**src/pkg/fcs_pkg.sv**
```systemverilog
// Constants and types shared by the flash command sequencer
package fcs_pkg;

	// ----------------------------------------
	// Timing
	// ----------------------------------------
	localparam int unsigned CLK_MHZ = 100;
	localparam int unsigned PROG_TIME_US = 40;
	localparam int unsigned PAGE_ERASE_TIME_US = 10000;
	localparam int unsigned MASS_ERASE_TIME_US = 200000;
	localparam int unsigned PROG_CYC = PROG_TIME_US * CLK_MHZ;
	localparam int unsigned PAGE_ERASE_CYC = PAGE_ERASE_TIME_US * CLK_MHZ;
	localparam int unsigned MASS_ERASE_CYC = MASS_ERASE_TIME_US * CLK_MHZ;
	localparam int unsigned TIMER_W = 32;

	// ----------------------------------------
	// Register map (indices; byte address is four times the index)
	// ----------------------------------------
	localparam int unsigned ADDR_W = 14;
	localparam logic [11:0] IDX_STAT_CMD = 12'hff8;
	localparam logic [11:0] IDX_PAGE_LOCK = 12'hff9;
	localparam logic [11:0] IDX_FREQ_HI = 12'hffa;
	localparam logic [11:0] IDX_FREQ_LO = 12'hffb;

	// ----------------------------------------
	// Field positions and reset values
	// ----------------------------------------
	localparam int unsigned PAGE_MSB = 6;
	localparam int unsigned INFO_EN_BIT = 7;
	localparam int unsigned SECT_LSB = 4;
	localparam logic [7:0] PAGE_SEL_RST = 8'h00;
	localparam logic [7:0] SECT_LOCK_RST = 8'h00;
	localparam logic [15:0] FREQ_RST = 16'h0000;

	// ----------------------------------------
	// Command codes
	// ----------------------------------------
	localparam logic [7:0] CMD_UNLOCK1 = 8'h73;
	localparam logic [7:0] CMD_UNLOCK2 = 8'h8c;
	localparam logic [7:0] CMD_PAGE_ERASE = 8'h95;
	localparam logic [7:0] CMD_MASS_ERASE = 8'h63;
	localparam logic [7:0] CMD_PROT_SEL = 8'h5e;

	// ----------------------------------------
	// Status codes
	// ----------------------------------------
	localparam logic [5:0] STS_LOCKED = 6'h00;
	localparam logic [5:0] STS_UNLOCK1 = 6'h01;
	localparam logic [5:0] STS_UNLOCK2 = 6'h02;
	localparam logic [5:0] STS_UNLOCKED = 6'h03;
	localparam logic [5:0] STS_PROT_SEL = 6'h04;
	localparam logic [5:0] STS_PROG = 6'h08;
	localparam logic [5:0] STS_PAGE_ERASE = 6'h10;
	localparam logic [5:0] STS_MASS_ERASE = 6'h20;

	// ----------------------------------------
	// AXI responses
	// ----------------------------------------
	localparam logic [1:0] RESP_OKAY = 2'h0;
	localparam logic [1:0] RESP_SLVERR = 2'h2;

	typedef enum logic [2:0] {
		ST_LOCKED,
		ST_UNLOCK1,
		ST_UNLOCK2,
		ST_UNLOCKED,
		ST_PROT_SEL,
		ST_PROG,
		ST_PAGE_ERASE,
		ST_MASS_ERASE
	} fcs_state_t;

	// Controls presented to the flash array
	typedef struct packed {
		logic page_erase;
		logic mass_erase;
		logic prog;
		logic [6:0] page;
		logic info_en;
		logic [7:0] sector_lock;
		logic [15:0] freq;
	} fcs_flash_t;

endpackage

```
**src/rtl/fcs_flash_sequencer.sv**
```systemverilog
// Flash command sequencer with an AXI4-Lite register slave
//
// The AXI4-Lite slave port was decided locally.
`timescale 1ns/1ps
// What this block does
// - 73h first unlock, status reads 01
// - 8Ch next, status reads 02
// - Status 00 locked, 03 unlocked
// - 95h erases selected page, status 01_0xxx
// - 63h erases whole array, status 10_0xxx
// - Byte programming shows status 00_1xxx
// - 5Eh selects sector lock, status 04
// - Command write-only, status read-only, shared address
// - Seven-bit page number picks erased page
// - Info area enable bit gates access
// - Lock bits set only, block program/erase
// - Lock shares page select address after 5Eh
// - Sixteen-bit frequency in two byte registers
module fcs_flash_sequencer #(
	parameter int unsigned PAGE_ERASE_CYC = fcs_pkg::PAGE_ERASE_CYC,
	parameter int unsigned MASS_ERASE_CYC = fcs_pkg::MASS_ERASE_CYC
) (
	input wire logic core_clk,
	input wire logic rst_n,
	input wire logic [fcs_pkg::ADDR_W-1:0] s_axi_awaddr,
	input wire logic [2:0] s_axi_awprot,
	input wire logic s_axi_awvalid,
	output logic s_axi_awready,
	input wire logic [31:0] s_axi_wdata,
	input wire logic [3:0] s_axi_wstrb,
	input wire logic s_axi_wvalid,
	output logic s_axi_wready,
	output logic [1:0] s_axi_bresp,
	output logic s_axi_bvalid,
	input wire logic s_axi_bready,
	input wire logic [fcs_pkg::ADDR_W-1:0] s_axi_araddr,
	input wire logic [2:0] s_axi_arprot,
	input wire logic s_axi_arvalid,
	output logic s_axi_arready,
	output logic [31:0] s_axi_rdata,
	output logic [1:0] s_axi_rresp,
	output logic s_axi_rvalid,
	input wire logic s_axi_rready,
	input wire logic prog_req,
	input wire logic [2:0] prog_sector,
	output logic prog_accept,
	output fcs_pkg::fcs_flash_t flash_ctl
);

	// ----------------------------------------
	// Declarations
	// ----------------------------------------
	fcs_pkg::fcs_state_t state_reg;
	fcs_pkg::fcs_state_t state_next;
	logic [fcs_pkg::ADDR_W-1:0] awaddr_reg;
	logic [7:0] wdata_reg;
	logic wstrb0_reg;
	logic aw_held_reg;
	logic w_held_reg;
	logic [7:0] page_sel_reg;
	logic [7:0] sect_lock_reg;
	logic [7:0] freq_hi_reg;
	logic [7:0] freq_lo_reg;
	logic tmr_load_reg;
	logic [fcs_pkg::TIMER_W-1:0] tmr_count_reg;
	logic tmr_done;
	logic wr_fire;
	logic [11:0] wr_idx;
	logic wr_mapped;
	logic wr_en;
	logic cmd_wr;
	logic page_wr;
	logic [7:0] cmd;
	logic page_locked;
	logic prog_ok;
	logic [11:0] rd_idx;
	logic [5:0] status;
	logic [7:0] rd_byte;
	logic rd_mapped;

	// ----------------------------------------
	// Write decode
	// ----------------------------------------
	// A write commits once address and data are both held
	assign wr_fire = aw_held_reg && w_held_reg && !s_axi_bvalid;
	assign wr_idx = awaddr_reg[fcs_pkg::ADDR_W-1:2];
	assign wr_mapped = (wr_idx >= fcs_pkg::IDX_STAT_CMD) && (wr_idx <= fcs_pkg::IDX_FREQ_LO);
	assign wr_en = wr_fire && wr_mapped && wstrb0_reg;
	assign cmd = wdata_reg;
	assign cmd_wr = wr_en && (wr_idx == fcs_pkg::IDX_STAT_CMD);
	assign page_wr = wr_en && (wr_idx == fcs_pkg::IDX_PAGE_LOCK);

	// Sector of the selected page and of a program request
	assign page_locked = sect_lock_reg[page_sel_reg[fcs_pkg::PAGE_MSB:fcs_pkg::SECT_LSB]];
	assign prog_ok = prog_req && !sect_lock_reg[prog_sector];

	// ----------------------------------------
	// Command sequencer
	// ----------------------------------------
	// Next state from command writes and operation completion
	always_comb begin
		state_next = state_reg;
		unique case (state_reg)
			fcs_pkg::ST_LOCKED: if (cmd_wr && cmd == fcs_pkg::CMD_UNLOCK1)
				state_next = fcs_pkg::ST_UNLOCK1;
			fcs_pkg::ST_UNLOCK1: if (cmd_wr)
				state_next = (cmd == fcs_pkg::CMD_UNLOCK2) ? fcs_pkg::ST_UNLOCK2
					: fcs_pkg::ST_LOCKED;
			fcs_pkg::ST_UNLOCK2: state_next = fcs_pkg::ST_UNLOCKED;
			fcs_pkg::ST_UNLOCKED: begin
				if (cmd_wr) begin
					if (cmd == fcs_pkg::CMD_PAGE_ERASE && !page_locked) begin
						state_next = fcs_pkg::ST_PAGE_ERASE;
					end else if (cmd == fcs_pkg::CMD_MASS_ERASE && sect_lock_reg == 8'h00) begin
						state_next = fcs_pkg::ST_MASS_ERASE;
					end else if (cmd == fcs_pkg::CMD_PROT_SEL) begin
						state_next = fcs_pkg::ST_PROT_SEL;
					end else begin
						state_next = fcs_pkg::ST_LOCKED;
					end
				end else if (prog_ok) begin
					state_next = fcs_pkg::ST_PROG;
				end
			end
			fcs_pkg::ST_PROT_SEL: if (cmd_wr || page_wr)
				state_next = fcs_pkg::ST_LOCKED;
			fcs_pkg::ST_PROG: if (tmr_done)
				state_next = fcs_pkg::ST_UNLOCKED;
			fcs_pkg::ST_PAGE_ERASE, fcs_pkg::ST_MASS_ERASE: if (tmr_done)
				state_next = fcs_pkg::ST_LOCKED;
		endcase
	end

	// State register
	always_ff @(posedge core_clk) begin
		if (!rst_n) begin
			state_reg <= fcs_pkg::ST_LOCKED;
		end else begin
			state_reg <= state_next;
		end
	end

	// Operation timer start, loaded as a busy state is entered
	always_ff @(posedge core_clk) begin
		if (!rst_n) begin
			tmr_load_reg <= 1'b0;
			tmr_count_reg <= '0;
		end else begin
			tmr_load_reg <= 1'b0;
			if (state_reg == fcs_pkg::ST_UNLOCKED && state_next == fcs_pkg::ST_PAGE_ERASE) begin
				tmr_load_reg <= 1'b1;
				tmr_count_reg <= fcs_pkg::TIMER_W'(PAGE_ERASE_CYC);
			end else if (state_reg == fcs_pkg::ST_UNLOCKED && state_next == fcs_pkg::ST_MASS_ERASE) begin
				tmr_load_reg <= 1'b1;
				tmr_count_reg <= fcs_pkg::TIMER_W'(MASS_ERASE_CYC);
			end else if (state_reg == fcs_pkg::ST_UNLOCKED && state_next == fcs_pkg::ST_PROG) begin
				tmr_load_reg <= 1'b1;
				tmr_count_reg <= fcs_pkg::TIMER_W'(fcs_pkg::PROG_CYC);
			end
		end
	end

	fcs_op_timer #(
		.WIDTH(fcs_pkg::TIMER_W)
	) u_timer (
		.core_clk(core_clk),
		.rst_n(rst_n),
		.load(tmr_load_reg),
		.count(tmr_count_reg),
		.busy(),
		.done(tmr_done)
	);

	// ----------------------------------------
	// Configuration registers
	// ----------------------------------------
	// Page select; frozen while an erase runs
	always_ff @(posedge core_clk) begin
		if (!rst_n) begin
			page_sel_reg <= fcs_pkg::PAGE_SEL_RST;
		end else if (page_wr && state_reg != fcs_pkg::ST_PROT_SEL
				&& state_reg != fcs_pkg::ST_PAGE_ERASE && state_reg != fcs_pkg::ST_MASS_ERASE) begin
			page_sel_reg <= wdata_reg;
		end
	end

	// Sector lock: ones only, reached after the select command
	always_ff @(posedge core_clk) begin
		if (!rst_n) begin
			sect_lock_reg <= fcs_pkg::SECT_LOCK_RST;
		end else if (page_wr && state_reg == fcs_pkg::ST_PROT_SEL) begin
			sect_lock_reg <= sect_lock_reg | wdata_reg;
		end
	end

	// Flash frequency bytes
	always_ff @(posedge core_clk) begin
		if (!rst_n) begin
			freq_hi_reg <= fcs_pkg::FREQ_RST[15:8];
			freq_lo_reg <= fcs_pkg::FREQ_RST[7:0];
		end else begin
			if (wr_en && wr_idx == fcs_pkg::IDX_FREQ_HI)
				freq_hi_reg <= wdata_reg;
			if (wr_en && wr_idx == fcs_pkg::IDX_FREQ_LO)
				freq_lo_reg <= wdata_reg;
		end
	end

	// ----------------------------------------
	// Flash array controls
	// ----------------------------------------
	// Registered copy of the controls and the program accept pulse
	always_ff @(posedge core_clk) begin
		if (!rst_n) begin
			flash_ctl <= '0;
			prog_accept <= 1'b0;
		end else begin
			flash_ctl.page_erase <= (state_next == fcs_pkg::ST_PAGE_ERASE);
			flash_ctl.mass_erase <= (state_next == fcs_pkg::ST_MASS_ERASE);
			flash_ctl.prog <= (state_next == fcs_pkg::ST_PROG);
			flash_ctl.page <= page_sel_reg[fcs_pkg::PAGE_MSB:0];
			flash_ctl.info_en <= page_sel_reg[fcs_pkg::INFO_EN_BIT];
			flash_ctl.sector_lock <= sect_lock_reg;
			flash_ctl.freq <= {freq_hi_reg, freq_lo_reg};
			prog_accept <= (state_reg == fcs_pkg::ST_UNLOCKED) && !cmd_wr && prog_ok;
		end
	end

	// ----------------------------------------
	// Status and read decode
	// ----------------------------------------
	// Status code for each sequencer state
	always_comb begin
		unique case (state_reg)
			fcs_pkg::ST_LOCKED: status = fcs_pkg::STS_LOCKED;
			fcs_pkg::ST_UNLOCK1: status = fcs_pkg::STS_UNLOCK1;
			fcs_pkg::ST_UNLOCK2: status = fcs_pkg::STS_UNLOCK2;
			fcs_pkg::ST_UNLOCKED: status = fcs_pkg::STS_UNLOCKED;
			fcs_pkg::ST_PROT_SEL: status = fcs_pkg::STS_PROT_SEL;
			fcs_pkg::ST_PROG: status = fcs_pkg::STS_PROG;
			fcs_pkg::ST_PAGE_ERASE: status = fcs_pkg::STS_PAGE_ERASE;
			fcs_pkg::ST_MASS_ERASE: status = fcs_pkg::STS_MASS_ERASE;
		endcase
	end

	// Read data mux for the requested index
	assign rd_idx = s_axi_araddr[fcs_pkg::ADDR_W-1:2];
	always_comb begin
		rd_byte = 8'h00;
		rd_mapped = 1'b1;
		if (rd_idx == fcs_pkg::IDX_STAT_CMD) begin
			rd_byte = {2'b00, status};
		end else if (rd_idx == fcs_pkg::IDX_PAGE_LOCK) begin
			rd_byte = (state_reg == fcs_pkg::ST_PROT_SEL) ? sect_lock_reg
				: page_sel_reg;
		end else if (rd_idx == fcs_pkg::IDX_FREQ_HI) begin
			rd_byte = freq_hi_reg;
		end else if (rd_idx == fcs_pkg::IDX_FREQ_LO) begin
			rd_byte = freq_lo_reg;
		end else begin
			rd_mapped = 1'b0;
		end
	end

	// ----------------------------------------
	// AXI4-Lite write channels
	// ----------------------------------------
	// Address and data are taken independently, held until the write
	always_ff @(posedge core_clk) begin
		if (!rst_n) begin
			aw_held_reg <= 1'b0;
			w_held_reg <= 1'b0;
			awaddr_reg <= '0;
			wdata_reg <= 8'h00;
			wstrb0_reg <= 1'b0;
			s_axi_awready <= 1'b0;
			s_axi_wready <= 1'b0;
		end else begin
			s_axi_awready <= !aw_held_reg && !s_axi_awready && !s_axi_bvalid;
			s_axi_wready <= !w_held_reg && !s_axi_wready && !s_axi_bvalid;
			if (s_axi_awvalid && s_axi_awready) begin
				aw_held_reg <= 1'b1;
				awaddr_reg <= s_axi_awaddr;
				s_axi_awready <= 1'b0;
			end else if (wr_fire) begin
				aw_held_reg <= 1'b0;
			end
			if (s_axi_wvalid && s_axi_wready) begin
				w_held_reg <= 1'b1;
				wdata_reg <= s_axi_wdata[7:0];
				wstrb0_reg <= s_axi_wstrb[0];
				s_axi_wready <= 1'b0;
			end else if (wr_fire) begin
				w_held_reg <= 1'b0;
			end
		end
	end

	// Write response; unmapped addresses answer SLVERR
	always_ff @(posedge core_clk) begin
		if (!rst_n) begin
			s_axi_bvalid <= 1'b0;
			s_axi_bresp <= fcs_pkg::RESP_OKAY;
		end else if (wr_fire) begin
			s_axi_bvalid <= 1'b1;
			s_axi_bresp <= wr_mapped ? fcs_pkg::RESP_OKAY : fcs_pkg::RESP_SLVERR;
		end else if (s_axi_bready) begin
			s_axi_bvalid <= 1'b0;
		end
	end

	// ----------------------------------------
	// AXI4-Lite read channels
	// ----------------------------------------
	// One read at a time; data sampled as the address is taken
	always_ff @(posedge core_clk) begin
		if (!rst_n) begin
			s_axi_arready <= 1'b0;
			s_axi_rvalid <= 1'b0;
			s_axi_rdata <= 32'h0000_0000;
			s_axi_rresp <= fcs_pkg::RESP_OKAY;
		end else begin
			s_axi_arready <= !s_axi_rvalid && !s_axi_arready;
			if (s_axi_arvalid && s_axi_arready) begin
				s_axi_arready <= 1'b0;
				s_axi_rvalid <= 1'b1;
				s_axi_rdata <= {24'h00_0000, rd_byte};
				s_axi_rresp <= rd_mapped ? fcs_pkg::RESP_OKAY : fcs_pkg::RESP_SLVERR;
			end else if (s_axi_rready) begin
				s_axi_rvalid <= 1'b0;
			end
		end
	end

endmodule

```
**src/rtl/fcs_op_timer.sv**
```systemverilog
// Countdown timer that measures the length of one flash operation
`timescale 1ns/1ps
module fcs_op_timer #(
	parameter int unsigned WIDTH = 32
) (
	input wire logic core_clk,
	input wire logic rst_n,
	input wire logic load,
	input wire logic [WIDTH-1:0] count,
	output logic busy,
	output logic done
);

	logic [WIDTH-1:0] cnt_reg;

	// ----------------------------------------
	// Counter
	// ----------------------------------------
	// Load starts a run, done pulses on the last cycle
	always_ff @(posedge core_clk) begin
		if (!rst_n) begin
			cnt_reg <= '0;
			busy <= 1'b0;
			done <= 1'b0;
		end else if (load) begin
			cnt_reg <= count;
			busy <= 1'b1;
			done <= 1'b0;
		end else if (busy) begin
			cnt_reg <= cnt_reg - 1'b1;
			busy <= (cnt_reg > 1);
			done <= (cnt_reg <= 1);
		end else begin
			done <= 1'b0;
		end
	end

endmodule

```
**config.mk**
```make
export PLATFORM = sky130hd
export DESIGN_NAME = fcs_flash_sequencer
export DESIGN_NICKNAME = d
export VERILOG_FILES = /design/src/pkg/fcs_pkg.sv /design/src/rtl/fcs_flash_sequencer.sv /design/src/rtl/fcs_op_timer.sv
export SDC_FILE = /design/constraint.sdc
export NUM_CORES = 1
export LEC_CHECK = 0
export ABC_AREA = 1
export BUFFER_PORTS_ARGS = -buffer_cell sky130_fd_sc_hd__clkbuf_2
export CAP_MARGIN = 25
export CELL_PAD_IN_SITES_DETAIL_PLACEMENT = 1
export CELL_PAD_IN_SITES_GLOBAL_PLACEMENT = 2
export CORE_AREA = 5 5 144 173
export DETAILED_ROUTE_END_ITERATION = 12
export DIE_AREA = 0 0 149 178
export GPL_TIMING_DRIVEN = 0
export PLACE_DENSITY_LB_ADDON = 0.1
export REMOVE_ABC_BUFFERS = 1
export SETUP_SLACK_MARGIN = 0.1
export SLEW_MARGIN = 15
export SYNTH_ARGS = -nofsm -noshare
export SYNTH_HDL_FRONTEND = slang
export SYNTH_HIERARCHICAL = 1
export SYNTH_SLANG_ARGS = --single-unit
```
**constraint.sdc**
```tcl
create_clock -name core_clk -period 2.82 [get_ports core_clk]
set_input_delay 0.141 -clock core_clk [delete_from_list [all_inputs] [get_ports core_clk]]
set_output_delay 0.141 -clock core_clk [all_outputs]
set_load 0.01 [all_outputs]
```
Word-level counts from Yosys, hierarchy flattened

Memories as Yosys holds them, arrays and structs flattened. A register that Yosys moved wholly into a read port is not among the register bits.
Cells that the tools add are included.
W data, S select, Z words.

Register bits after elaboration: 163
Bits in read-only memories: 48
Output and inout port bits: 77
Memories kept: 1

Add/subtract/negate cells: 1
Order comparisons: 6
Eq/ne operators: 26
Mux-type cells: 45
Bitwise logic cells: 3
Reduce and logical (&&, ||, !) cells: 57

Memory list:

| memory           | words | bits a word | read ports | clocked after Yosys merged registers in | wr ports | RTL line                   | RTL |
|---|---|---|---|---|---|---|---|
| (name not given) | 8     | 6           | 1          | 1                                       | 0        | fcs_flash_sequencer.sv:234 | `unique case (state_reg)` |

Operator list:

| cell                    | number |
|---|---|
| $eq A12 B12 Y1 const B  | 8 |
| $mux W32                | 2 |
| $mux W25                | 2 |
| $mux W8                 | 5 |
| $mux W3                 | 11 |
| $gt A32 B1 Y1 const B   | 1 |
| $le A32 B1 Y1 const B   | 1 |
| $sub A32 B1 Y32 const B | 1 |
| $logic_and A1 B1 Y1     | 30 |
| $eq A8 B7 Y1 const B    | 3 |
| $eq A3 B3 Y1 const B    | 7 |
| $pmux W3 S7             | 1 |
| $mux W20                | 1 |
| $mux W1                 | 18 |
| $eq A8 B8 Y1 const B    | 2 |
| $ge A12 B12 Y1 const B  | 1 |
| $le A12 B12 Y1 const B  | 1 |
| $reduce_bool A2 Y1      | 6 |
| $logic_not A1 Y1        | 10 |
| $reduce_or A2 Y1        | 5 |
| $ne A3 B3 Y1 const B    | 3 |
| $logic_not A8 Y1        | 1 |
| $lt A3 B4 Y1 const B    | 2 |
| $or A8 B8 Y8            | 1 |
| 9 further kinds         | 15 |

Logic depth before layout (Yosys ltp)

Gate-level depths: netlist (run 1).

Depth after elaboration: 13
Gate-level depth with buffers: 15

Hierarchy

The synthesis (run 1) kept the hierarchy.

Modules (own cells, without submodules):

| module              | times used | cells each | area each (µm²) | seq. area each (µm²) |
|---|---|---|---|---|
| fcs_flash_sequencer | 1          | 652        | 5,165.0         | 2,442.3 |
| fcs_op_timer        | 1          | 361        | 2,280.9         | 680.7 |

Least setup slack after synthesis (run 1)

Ideal clock, no wire load.

Path type: flip-flop to flip-flop
From: register awaddr_reg[6] (netlist name)
To: register tmr_count_reg[9] (netlist name)
Data arrival time: 1.513 ns
Data required time: 2.711 ns
Path slack: 1.198 ns
Stages on the path, launching flop included: 14
Period minus slack after synthesis: 1.622 ns
Cells stage by stage: dfxtp_1 > nand2_2 > nor2_4 > nand2_4 > nor2_8 > nand4_2 > a21oi_2 > nand2_2 > nand2_4 > nand3_4 > nand2_1 > nand3_1 > nand2_1 > inv_1

Word-level cells in the longest chain between the ends: 12
Elaborated cells on any way between the ends: 25

Ends and longest elaborated chain:

| what                                                      | RTL line                                               | RTL |
|---|---|---|
| start: declaration                                        | fcs_flash_sequencer.sv:55                              | `logic [fcs_pkg::ADDR_W-1:0] awaddr_reg;` |
| start signal: assignment                                  | fcs_flash_sequencer.sv:283                             | `awaddr_reg <= s_axi_awaddr;` |
| $ge A12 B12 Y1 or $le A12 B12 Y1 (tied branches)          | fcs_flash_sequencer.sv:87                              | `assign wr_mapped = (wr_idx >= fcs_pkg::IDX_STAT_CMD) && (wr_idx <= fcs_pkg::IDX_FREQ_LO);` |
| $logic_and A1 B1 Y1                                       | fcs_flash_sequencer.sv:87                              |  |
| $logic_and A1 B1 Y1 (2 in a row)                          | fcs_flash_sequencer.sv:88                              | `assign wr_en = wr_fire && wr_mapped && wstrb0_reg;` |
| $logic_and A1 B1 Y1, on equally long branches             | fcs_flash_sequencer.sv:90, fcs_flash_sequencer.sv:91   |  |
| $logic_or A1 B1 Y1 or $logic_and A1 B1 Y1 (tied branches) | fcs_flash_sequencer.sv:125, fcs_flash_sequencer.sv:104 |  |
| $mux W3, on equally long branches                         | fcs_flash_sequencer.sv:125, fcs_flash_sequencer.sv:104 |  |
| $pmux W3 S7 *                                             | fcs_flash_sequencer.sv:103                             | `unique case (state_reg)` |
| $eq A3 B3 Y1                                              | fcs_flash_sequencer.sv:153                             | `end else if (state_reg == fcs_pkg::ST_UNLOCKED && state_next == fcs_pkg::ST_MASS_ERASE) begin` |
| $logic_and A1 B1 Y1                                       | fcs_flash_sequencer.sv:153                             |  |
| $mux W25                                                  | fcs_flash_sequencer.sv:153                             |  |
| $mux W20                                                  | fcs_flash_sequencer.sv:150                             | `if (state_reg == fcs_pkg::ST_UNLOCKED && state_next == fcs_pkg::ST_PAGE_ERASE) begin` |
| end signal: assignment                                    | fcs_flash_sequencer.sv:152                             | `tmr_count_reg <= fcs_pkg::TIMER_W'(PAGE_ERASE_CYC);` |
| end signal: assignment                                    | fcs_flash_sequencer.sv:155                             | `tmr_count_reg <= fcs_pkg::TIMER_W'(MASS_ERASE_CYC);` |
| end signal: assignment                                    | fcs_flash_sequencer.sv:158                             | `tmr_count_reg <= fcs_pkg::TIMER_W'(fcs_pkg::PROG_CYC);` |
| end: declaration                                          | fcs_flash_sequencer.sv:65                              | `logic [fcs_pkg::TIMER_W-1:0] tmr_count_reg;` |

Every way passes the cells marked *; elsewhere a longest branch is shown, timed or not.
A chain may end at the register's enable or synchronous reset.

Worst setup path in the final report (run 1)

From: register state_reg[2]
To: register flash_ctl[34] (netlist name)

Word-level cells in the longest chain between the ends: 4
Elaborated cells on any way between the ends: 18

Ends and longest elaborated chain:

| what                                        | RTL line                                               | RTL |
|---|---|---|
| start: declaration                          | fcs_flash_sequencer.sv:53                              | `fcs_pkg::fcs_state_t state_reg;` |
| start signal: assignment                    | fcs_flash_sequencer.sv:137                             | `state_reg <= fcs_pkg::ST_LOCKED;` |
| start signal: assignment                    | fcs_flash_sequencer.sv:139                             | `state_reg <= state_next;` |
| $eq A3 B3 Y1 or $mux W3 (tied branches)     | fcs_flash_sequencer.sv:103, fcs_flash_sequencer.sv:121 |  |
| $reduce_or A2 Y1 or $mux W3 (tied branches) | fcs_flash_sequencer.sv:103, fcs_flash_sequencer.sv:111 |  |
| $pmux W3 S7 *                               | fcs_flash_sequencer.sv:103                             |  |
| $eq A3 B3 Y1 *                              | fcs_flash_sequencer.sv:218                             | `flash_ctl.page_erase <= (state_next == fcs_pkg::ST_PAGE_ERASE);` |
| end: declaration                            | fcs_flash_sequencer.sv:47                              | `output fcs_pkg::fcs_flash_t flash_ctl` |

Marks and branches as above.

==> results of run 1 <==
[cells in the final DEF, fill, tap and decap left out, types with 4 or more instances in the layout]
| cell type | n |
|---|---|
| inv_1 | 127 |
| inv_2 | 6 |
| nand2_1 | 192 |
| o21bai_1 | 7 |
| xnor2_1 | 5 |
| dlygate4sd3_1 | 20 |
| o211ai_1 | 10 |
| nand3_1 | 45 |
| clkbuf_16 | 17 |
| conb_1 | 42 |
| clkbuf_2 | 93 |
| nand4_2 | 4 |
| o221ai_1 | 6 |
| o21ai_0 | 71 |
| dfxtp_1 | 155 |
| a21oi_1 | 85 |
| a22oi_1 | 23 |
| a31oi_1 | 9 |
| nand4_1 | 21 |
| nor3_1 | 11 |
| nor2_1 | 99 |
| clkinv_8 | 5 |
| nor3b_1 | 6 |
| o21ai_1 | 4 |
| nor2_2 | 9 |
| o31ai_1 | 7 |
| nor2_4 | 10 |
| inv_8 | 5 |
| nand2_2 | 14 |
[layout make-up]
class / instances / area [um^2]
Tap cell: 315 / 394
Sequential cell: 156 / 3120
Clock inverter: 15 / 188
Inverter: 133 / 499
Multi-Input combinational cell: 707 / 3640
Clock buffer: 17 / 425
Timing Repair Buffer: 117 / 748
Fill cell: 2930 / 14000
[critical path, delay by kind of cell (launching register included)]
family | cells | cell delay [ns]
flops | 1 | 0.46
simple gates | 7 | 1.45
compound gates | 1 | 0.20
[worst max-delay path by stage]
stage / start / endpoint / cells past startpoint
after floorplan: tmr_load_reg$_SDFF_PN0_ / u_timer/cnt_reg[27]$_SDFFE_PN0P_ / 5
after global placement: tmr_load_reg$_SDFF_PN0_ / u_timer/cnt_reg[27]$_SDFFE_PN0P_ / 5
after detailed placement: state_reg[2]$_SDFF_PN0_ / flash_ctl[34]$_SDFF_PN0_ / 8
after CTS: state_reg[2]$_SDFF_PN0_ / flash_ctl[34]$_SDFF_PN0_ / 8
after global routing: state_reg[2]$_SDFF_PN0_ / flash_ctl[34]$_SDFF_PN0_ / 8
final: state_reg[2]$_SDFF_PN0_ / flash_ctl[34]$_SDFF_PN0_ / 8
[power breakdown]
| group | internal, uW | switching, uW |
|---|---|---|
| Combinational | 79.1 | 146 |
| Clock | 1210 | 1150 |
| Sequential | 2230 | 42.7 |
| Total | 3530 | 1340 |
[cell families (layout without fill, tap and decap cells)]
logic type | count (synthesis) | after routing | share of synthesized area (%)
DFF | 156 | 156 | 41.9
xor gates and xnor gates | 8 | 8 | 0.941
buffers and inverters | 191 | 282 | 11.4
and+or+nand+nor | 428 | 428 | 27.6
adders and majority gates | 2 | 2 | 0.336
AOI/OAI and AO/OA | 227 | 227 | 17.6
other | 1 | 42 | 0.0504
[metal layers]
metal  track usage, %  vias up  share of wire (%)
li1                 -     3513                  -
met1             20.9     3238                 46
met2             30.9       88                 50
met3             3.07       19                2.4
met4             4.73        0                1.5
met5                0        -                  0
[per-stage QoR]
stage	total power, uW	util (%)	instances	setup TNS [ns]	worst slack (ns)
global placement	2530	35.2	1405	-23.82	-1.02
floorplan	2420	-	996	0	0.520
global route	5080	39.1	1460	0	0.428
CTS	4950	39.1	1460	0	0.609
finish	4870	39.1	1460	0	0.606
detailed placement	2530	35.6	1408	0	0.636
==> summary.md, run 1 <==
| Metric | Value |
|---|---|
| Final Cycle Share | 78.5% |
| Residual DRC count | 0 |
| Layout cells sized above 1 | 16.5% |
| Initial Utilization | 32.3% |
| Clk buf depth | 2 |
| Area of the die | 26500 um^2 |
| Setup CP Type | flop to flop |
| Detailed placement HPWL | 16300 um |
| Largest net degree at the start of global routing | 55 |
| Synthesized area | 7450 um^2 |
| Distinct cells, synth | 44 |
| Via count | 6858 |
| Clock transition at path regs | 0.07 ns |
| Slowest cell on crit path | nor2_2 |
| Placed instance area | 8210 um^2 |
| Hold Path End | awaddr_reg[2]$_SDFFE_PN0P_ |
| Startpoint Class | flop |
| RSZ-0062 raised after global routing | false |
| Initial DRC count | 231 |
| Wirelength per Cell | 15.3 um |
| Final net count | 1215 |
| Worst skew pair latency | 0.44 ns |
| DRT antenna net count | 0 |
| Outcome | finished, final reports clean |
| Initial antenna violation count | 0 |
| CTS Hold Bufs | 20 |
| Clock period minus worst slack | 2.21 ns |
| Register area share after synthesis | 41.9% |
| Critical Path Sink Type | flop |
| Worst-margin pin slew | 0.790 ns |
| CP cell instances | nand2_1 -> nor2_2 -> nand2_1 -> nor2_1 -> nor2_4 -> a21oi_4 -> nand2_1 -> nor2_1 |
| # Post-CTS Setup Buffers | 0 |
| Peak supply drop | 373 uV |
| CTS tree | done |
| Root buffer cell | clkbuf_16 |
| Reg2reg start | state_reg[2]$_SDFF_PN0_ |
| FF-to-FF End | flash_ctl[34]$_SDFF_PN0_ |
| Die width | 149 um |
| Count of final max-slew check failures | 0 |
| Fmax | 0.452 GHz |
| Largest stage delay, worst path | 0.54 ns |
| 1st-pass router iterations | 4 |
| First-pass GRT wire length | 36100 um |
| Main area contributors after synthesis | dfxtp_1 42%, nand2_1 9.7%, inv_1 6.5% |
| Hold Crit Start | s_axi_awaddr[2] |
| Hold path depth | 3 |
| Asr flop ratio synth | 0% |
| Post-cts sizing count | 0 |
| Core area | 23000 um^2 |
| Max reg flops | 35 |
| Top cell type's share of synthesized area | 41.9% |
| Clock sinks | 156 |
| TritonCTS Buffers | 17 |
| GRT overflow | 0 |
| Worst Path Required | 3.15 ns |
| Die height | 178 um |
| Worst rel slew slack | 47.2% |
| # IOs | 158 |
| Internal reg-to-reg setup slack | 0.61 ns |
| Worst R2R Path Depth | 8 |
| Vias per cell | 4.70 |
| Clk_skew | 0.0170 ns |
| Syn Inst Count | 1013 |
| P&R area growth vs syn | 21.1% |
| Synthesized area per cell | 7.35 um^2 |
| Antenna diode count | 0 |
| Hold Vio Cnt, Final | 0 |
| Vias in the first global route | 7083 |
| CTS H-tree depth | 4 |
| Num rows | 61 |
| GP Congestion | 0.798 |
| CP max FO | 18 |
| Post-synth top cells | 192 x nand2_1, 156 x dfxtp_1, 128 x inv_1 |
| Post-synth EDFFs | 0 |
| Fin area | 9020 um^2 |
| Synth Flop Type | dfxtp_1 |
| Critical path arrival | 2.55 ns |
| Setup Viol. Count Final | 0 |
| Leakage power | 0.00402 uW |
| Final wirelength | 22300 um |
| Port buffer count | 94 |
| Post-synthesis register bit count | 156 |
| Cell taking the most area after synthesis | dfxtp_1 |
| Most frequent CP cell | nand2_1 |
| Worst hold margin | 0.0198 ns |
| MaxCap Viol Count | 0 |
| Overall routing resource usage | 17.1% |
| Hold crit path type | input port to flop |
| Power Dens Cells | 540 nW/um^2 |
| Syn. warnings | 6 |
| Most numerous cell in the Yosys netlist | nand2_1 |
(Power assumes the default switching activity.)
==> run 2, diff against run 1 <==
--- a/config.mk
+++ b/config.mk
@@ -10,9 +10,9 @@
 export CAP_MARGIN = 25
 export CELL_PAD_IN_SITES_DETAIL_PLACEMENT = 1
 export CELL_PAD_IN_SITES_GLOBAL_PLACEMENT = 2
-export CORE_AREA = 5 5 144 173
+export CORE_AREA = 5 5 148 178
 export DETAILED_ROUTE_END_ITERATION = 12
-export DIE_AREA = 0 0 149 178
+export DIE_AREA = 0 0 153 183
 export GPL_TIMING_DRIVEN = 0
 export PLACE_DENSITY_LB_ADDON = 0.1
 export REMOVE_ABC_BUFFERS = 1
==> constraint.sdc (replaced) <==
create_clock -name core_clk -period 2.3 [get_ports core_clk]
set_input_delay 0.115 -clock core_clk [delete_from_list [all_inputs] [get_ports core_clk]]
set_output_delay 0.115 -clock core_clk [all_outputs]
set_load 0.01 [all_outputs]
==> run 2 against run 1 <==
Net effect:
- the flow now finishes with violations (negative hold slack)
- maximum frequency up 4.5%
- sequential power up 22%
- combinational power up 28%
- sequential cell count unchanged
- register-to-register slack worse by 0.43 ns
==> summary.md, run 2 (synthesized netlist as in run 1, its figures left out) <==
| Metric | Value |
|---|---|
| RSZ-0062 raised after global routing | true |
| Area of the die | 28000 um^2 |
| Worst rel slew slack | 53.6% |
| CTS H-tree depth | 4 |
| Root buffer cell | clkbuf_16 |
| CTS tree | done |
| Power Dens Cells | 657 nW/um^2 |
| Sequential cell area | 3130 um^2 |
| Commonest non-fill, non-tap cell in the layout | nand2_1 |
| P&R area growth vs syn | 22.5% |
| TritonCTS Buffers | 17 |
| GRT overflow | 0 |
| Clock sinks | 156 |
| # fillers | 3087 |
| Fmax | 0.472 GHz |
| Max reg flops | 35 |
| Final net count | 1219 |
| CP cell instances | nand2_1 -> nor2_4 -> inv_2 -> nor4_4 -> nand4_2 -> o21ai_0 -> a21oi_1 |
| Hold Vio Cnt, Final | 1 |
| Met3 WL post-DR | 642 um |
| MaxCap Viol Count | 0 |
| Overall routing resource usage | 16.2% |
| Initial Utilization | 30.5% |
| Final wirelength | 22500 um |
| Num rows | 63 |
| Detailed placement HPWL | 17000 um |
| Startpoint Class | flop |
| First-pass GRT wire length | 36700 um |
| Outcome | finished with violations |
| Layout cells sized above 1 | 16.9% |
| Die height | 183 um |
| Worst hold margin | -0.00124 ns |
| Via count | 6888 |
| CP max FO | 16 |
| 1st-pass router iterations | 4 |
| Leakage power | 0.00406 uW |
| Fin cells | 1474 |
| GP Congestion | 0.795 |
| M1 wire length | 10300 um |
| Core area | 24400 um^2 |
| Delay-heaviest family, CP | simple AND/OR/NAND/NOR gates |
| Worst-margin pin slew | 0.695 ns |
| Initial antenna violation count | 0 |
| Slowest cell on crit path | nand4_2 |
| CP bufs+invs | 1 |
| Wirelength per Cell | 15.3 um |
| Leading cell types in the layout, fill and taps excluded | 192 x nand2_1, 152 x dfxtp_1, 128 x inv_1 |
| Failing checks | negative hold slack |
| Highest Signal Layer | met4 |
| Clk_skew | 0.0199 ns |
| Vias in the first global route | 7115 |
| DRT antenna net count | 0 |
| Multi-input gate area | 3650 um^2 |
| Clock transition at path regs | 0.07 ns |
| # Post-CTS Setup Buffers | 0 |
| Largest stage delay, worst path | 0.50 ns |
| Setup CP Type | flop to flop |
| Clk buf depth | 2 |
| Dpl cells | 1420 |
| Setup Viol. Count Final | 0 |
| Initial DRC count | 222 |
| # IOs | 158 |
| Critical Path Sink Type | flop |
| Total negative slack | 0 ns |
| Worst Path Required | 2.60 ns |
| Final Cycle Share | 92.1% |
| Antenna diode count | 0 |
| Met2 WL post-DR | 11300 um |
| Largest net degree at the start of global routing | 74 |
| Vias per cell | 4.67 |
| Worst skew pair latency | 0.44 ns |
| Count of final max-slew check failures | 0 |
| Hold crit path type | input port to flop |
| Die width | 153 um |
| Clock period minus worst slack | 2.12 ns |
| Peak supply drop | 503 uV |
| Residual DRC count | 0 |
| Port buffer count | 94 |
| Critical path arrival | 2.42 ns |
[run 2: path summary, 6_finish.rpt]
path | startpoint | endpoint | slack, ns | cells past startpoint
min reg2reg | freq_hi_reg[3]$_SDFFE_PN0P_ | flash_ctl[11]$_SDFF_PN0_ | 0.43 | 2
max reg2reg | w_held_reg$_SDFFE_PN0P_ | freq_lo_reg[4]$_SDFFE_PN0P_ | 0.18 | 7
max | w_held_reg$_SDFFE_PN0P_ | freq_lo_reg[4]$_SDFFE_PN0P_ | 0.18 | 7
min | s_axi_awaddr[2] | awaddr_reg[2]$_SDFFE_PN0P_ | -0.001 | 3
[run 2: worst reg2reg max path: stages (launching register included)]
cell	delay, ns
dfxtp_1	0.36
nand2_1	0.10
nor2_4	0.18
inv_2	0.10
nor4_4	0.32
nand4_2	0.50
o21ai_0	0.38
a21oi_1	0.06
[run 2: where the power goes]
part | internal, uW | switching, uW | total (uW)
clock | 1570 | 1340 | 2920
sequential | 2740 | 53.2 | 2790
combinational | 105 | 181 | 287
[run 2: repair_timing]
action	CTS	global route
resized for setup	0	5
setup endpoints to repair	0	32
hold buffers	22	0
endpoints found under the hold margin	21	0
[run 2: routing by layer]
metal | up-vias | GRT usage, %
met2 | 110 | 29.2
met4 | 0 | 3.81
met3 | 17 | 3.00
li1 | 3515 | -
met1 | 3246 | 20.0
met5 | - | 0
[run 2: layout make-up]
type | count | area share, %
Multi-Input combinational cell | 707 | 40.0
Sequential cell | 156 | 34.3
Timing Repair Buffer | 121 | 9.03
Inverter | 133 | 5.47
Clock buffer | 17 | 4.66
Tap cell | 325 | 4.46
Clock inverter | 15 | 2.06
[run 2: stage by stage]
| stage | instance area, um^2 | total power, uW | worst slack, ns | util (%) | hold slack (ns) |
|---|---|---|---|---|---|
| finish | 9120 | 5990 | 0.181 | 37.3 | -0.00124 |
| global route | 9120 | 6270 | -0.0450 | 37.3 | 0.00153 |
| floorplan | 7250 | 2970 | 0.000135 | - | 0.213 |
| global placement | 8120 | 3100 | -1.73 | 33.2 | 0.370 |
| CTS | 9110 | 6100 | 0.136 | 37.3 | 0.00486 |
| detailed placement | 8270 | 3110 | 0.141 | 33.9 | 0.376 |
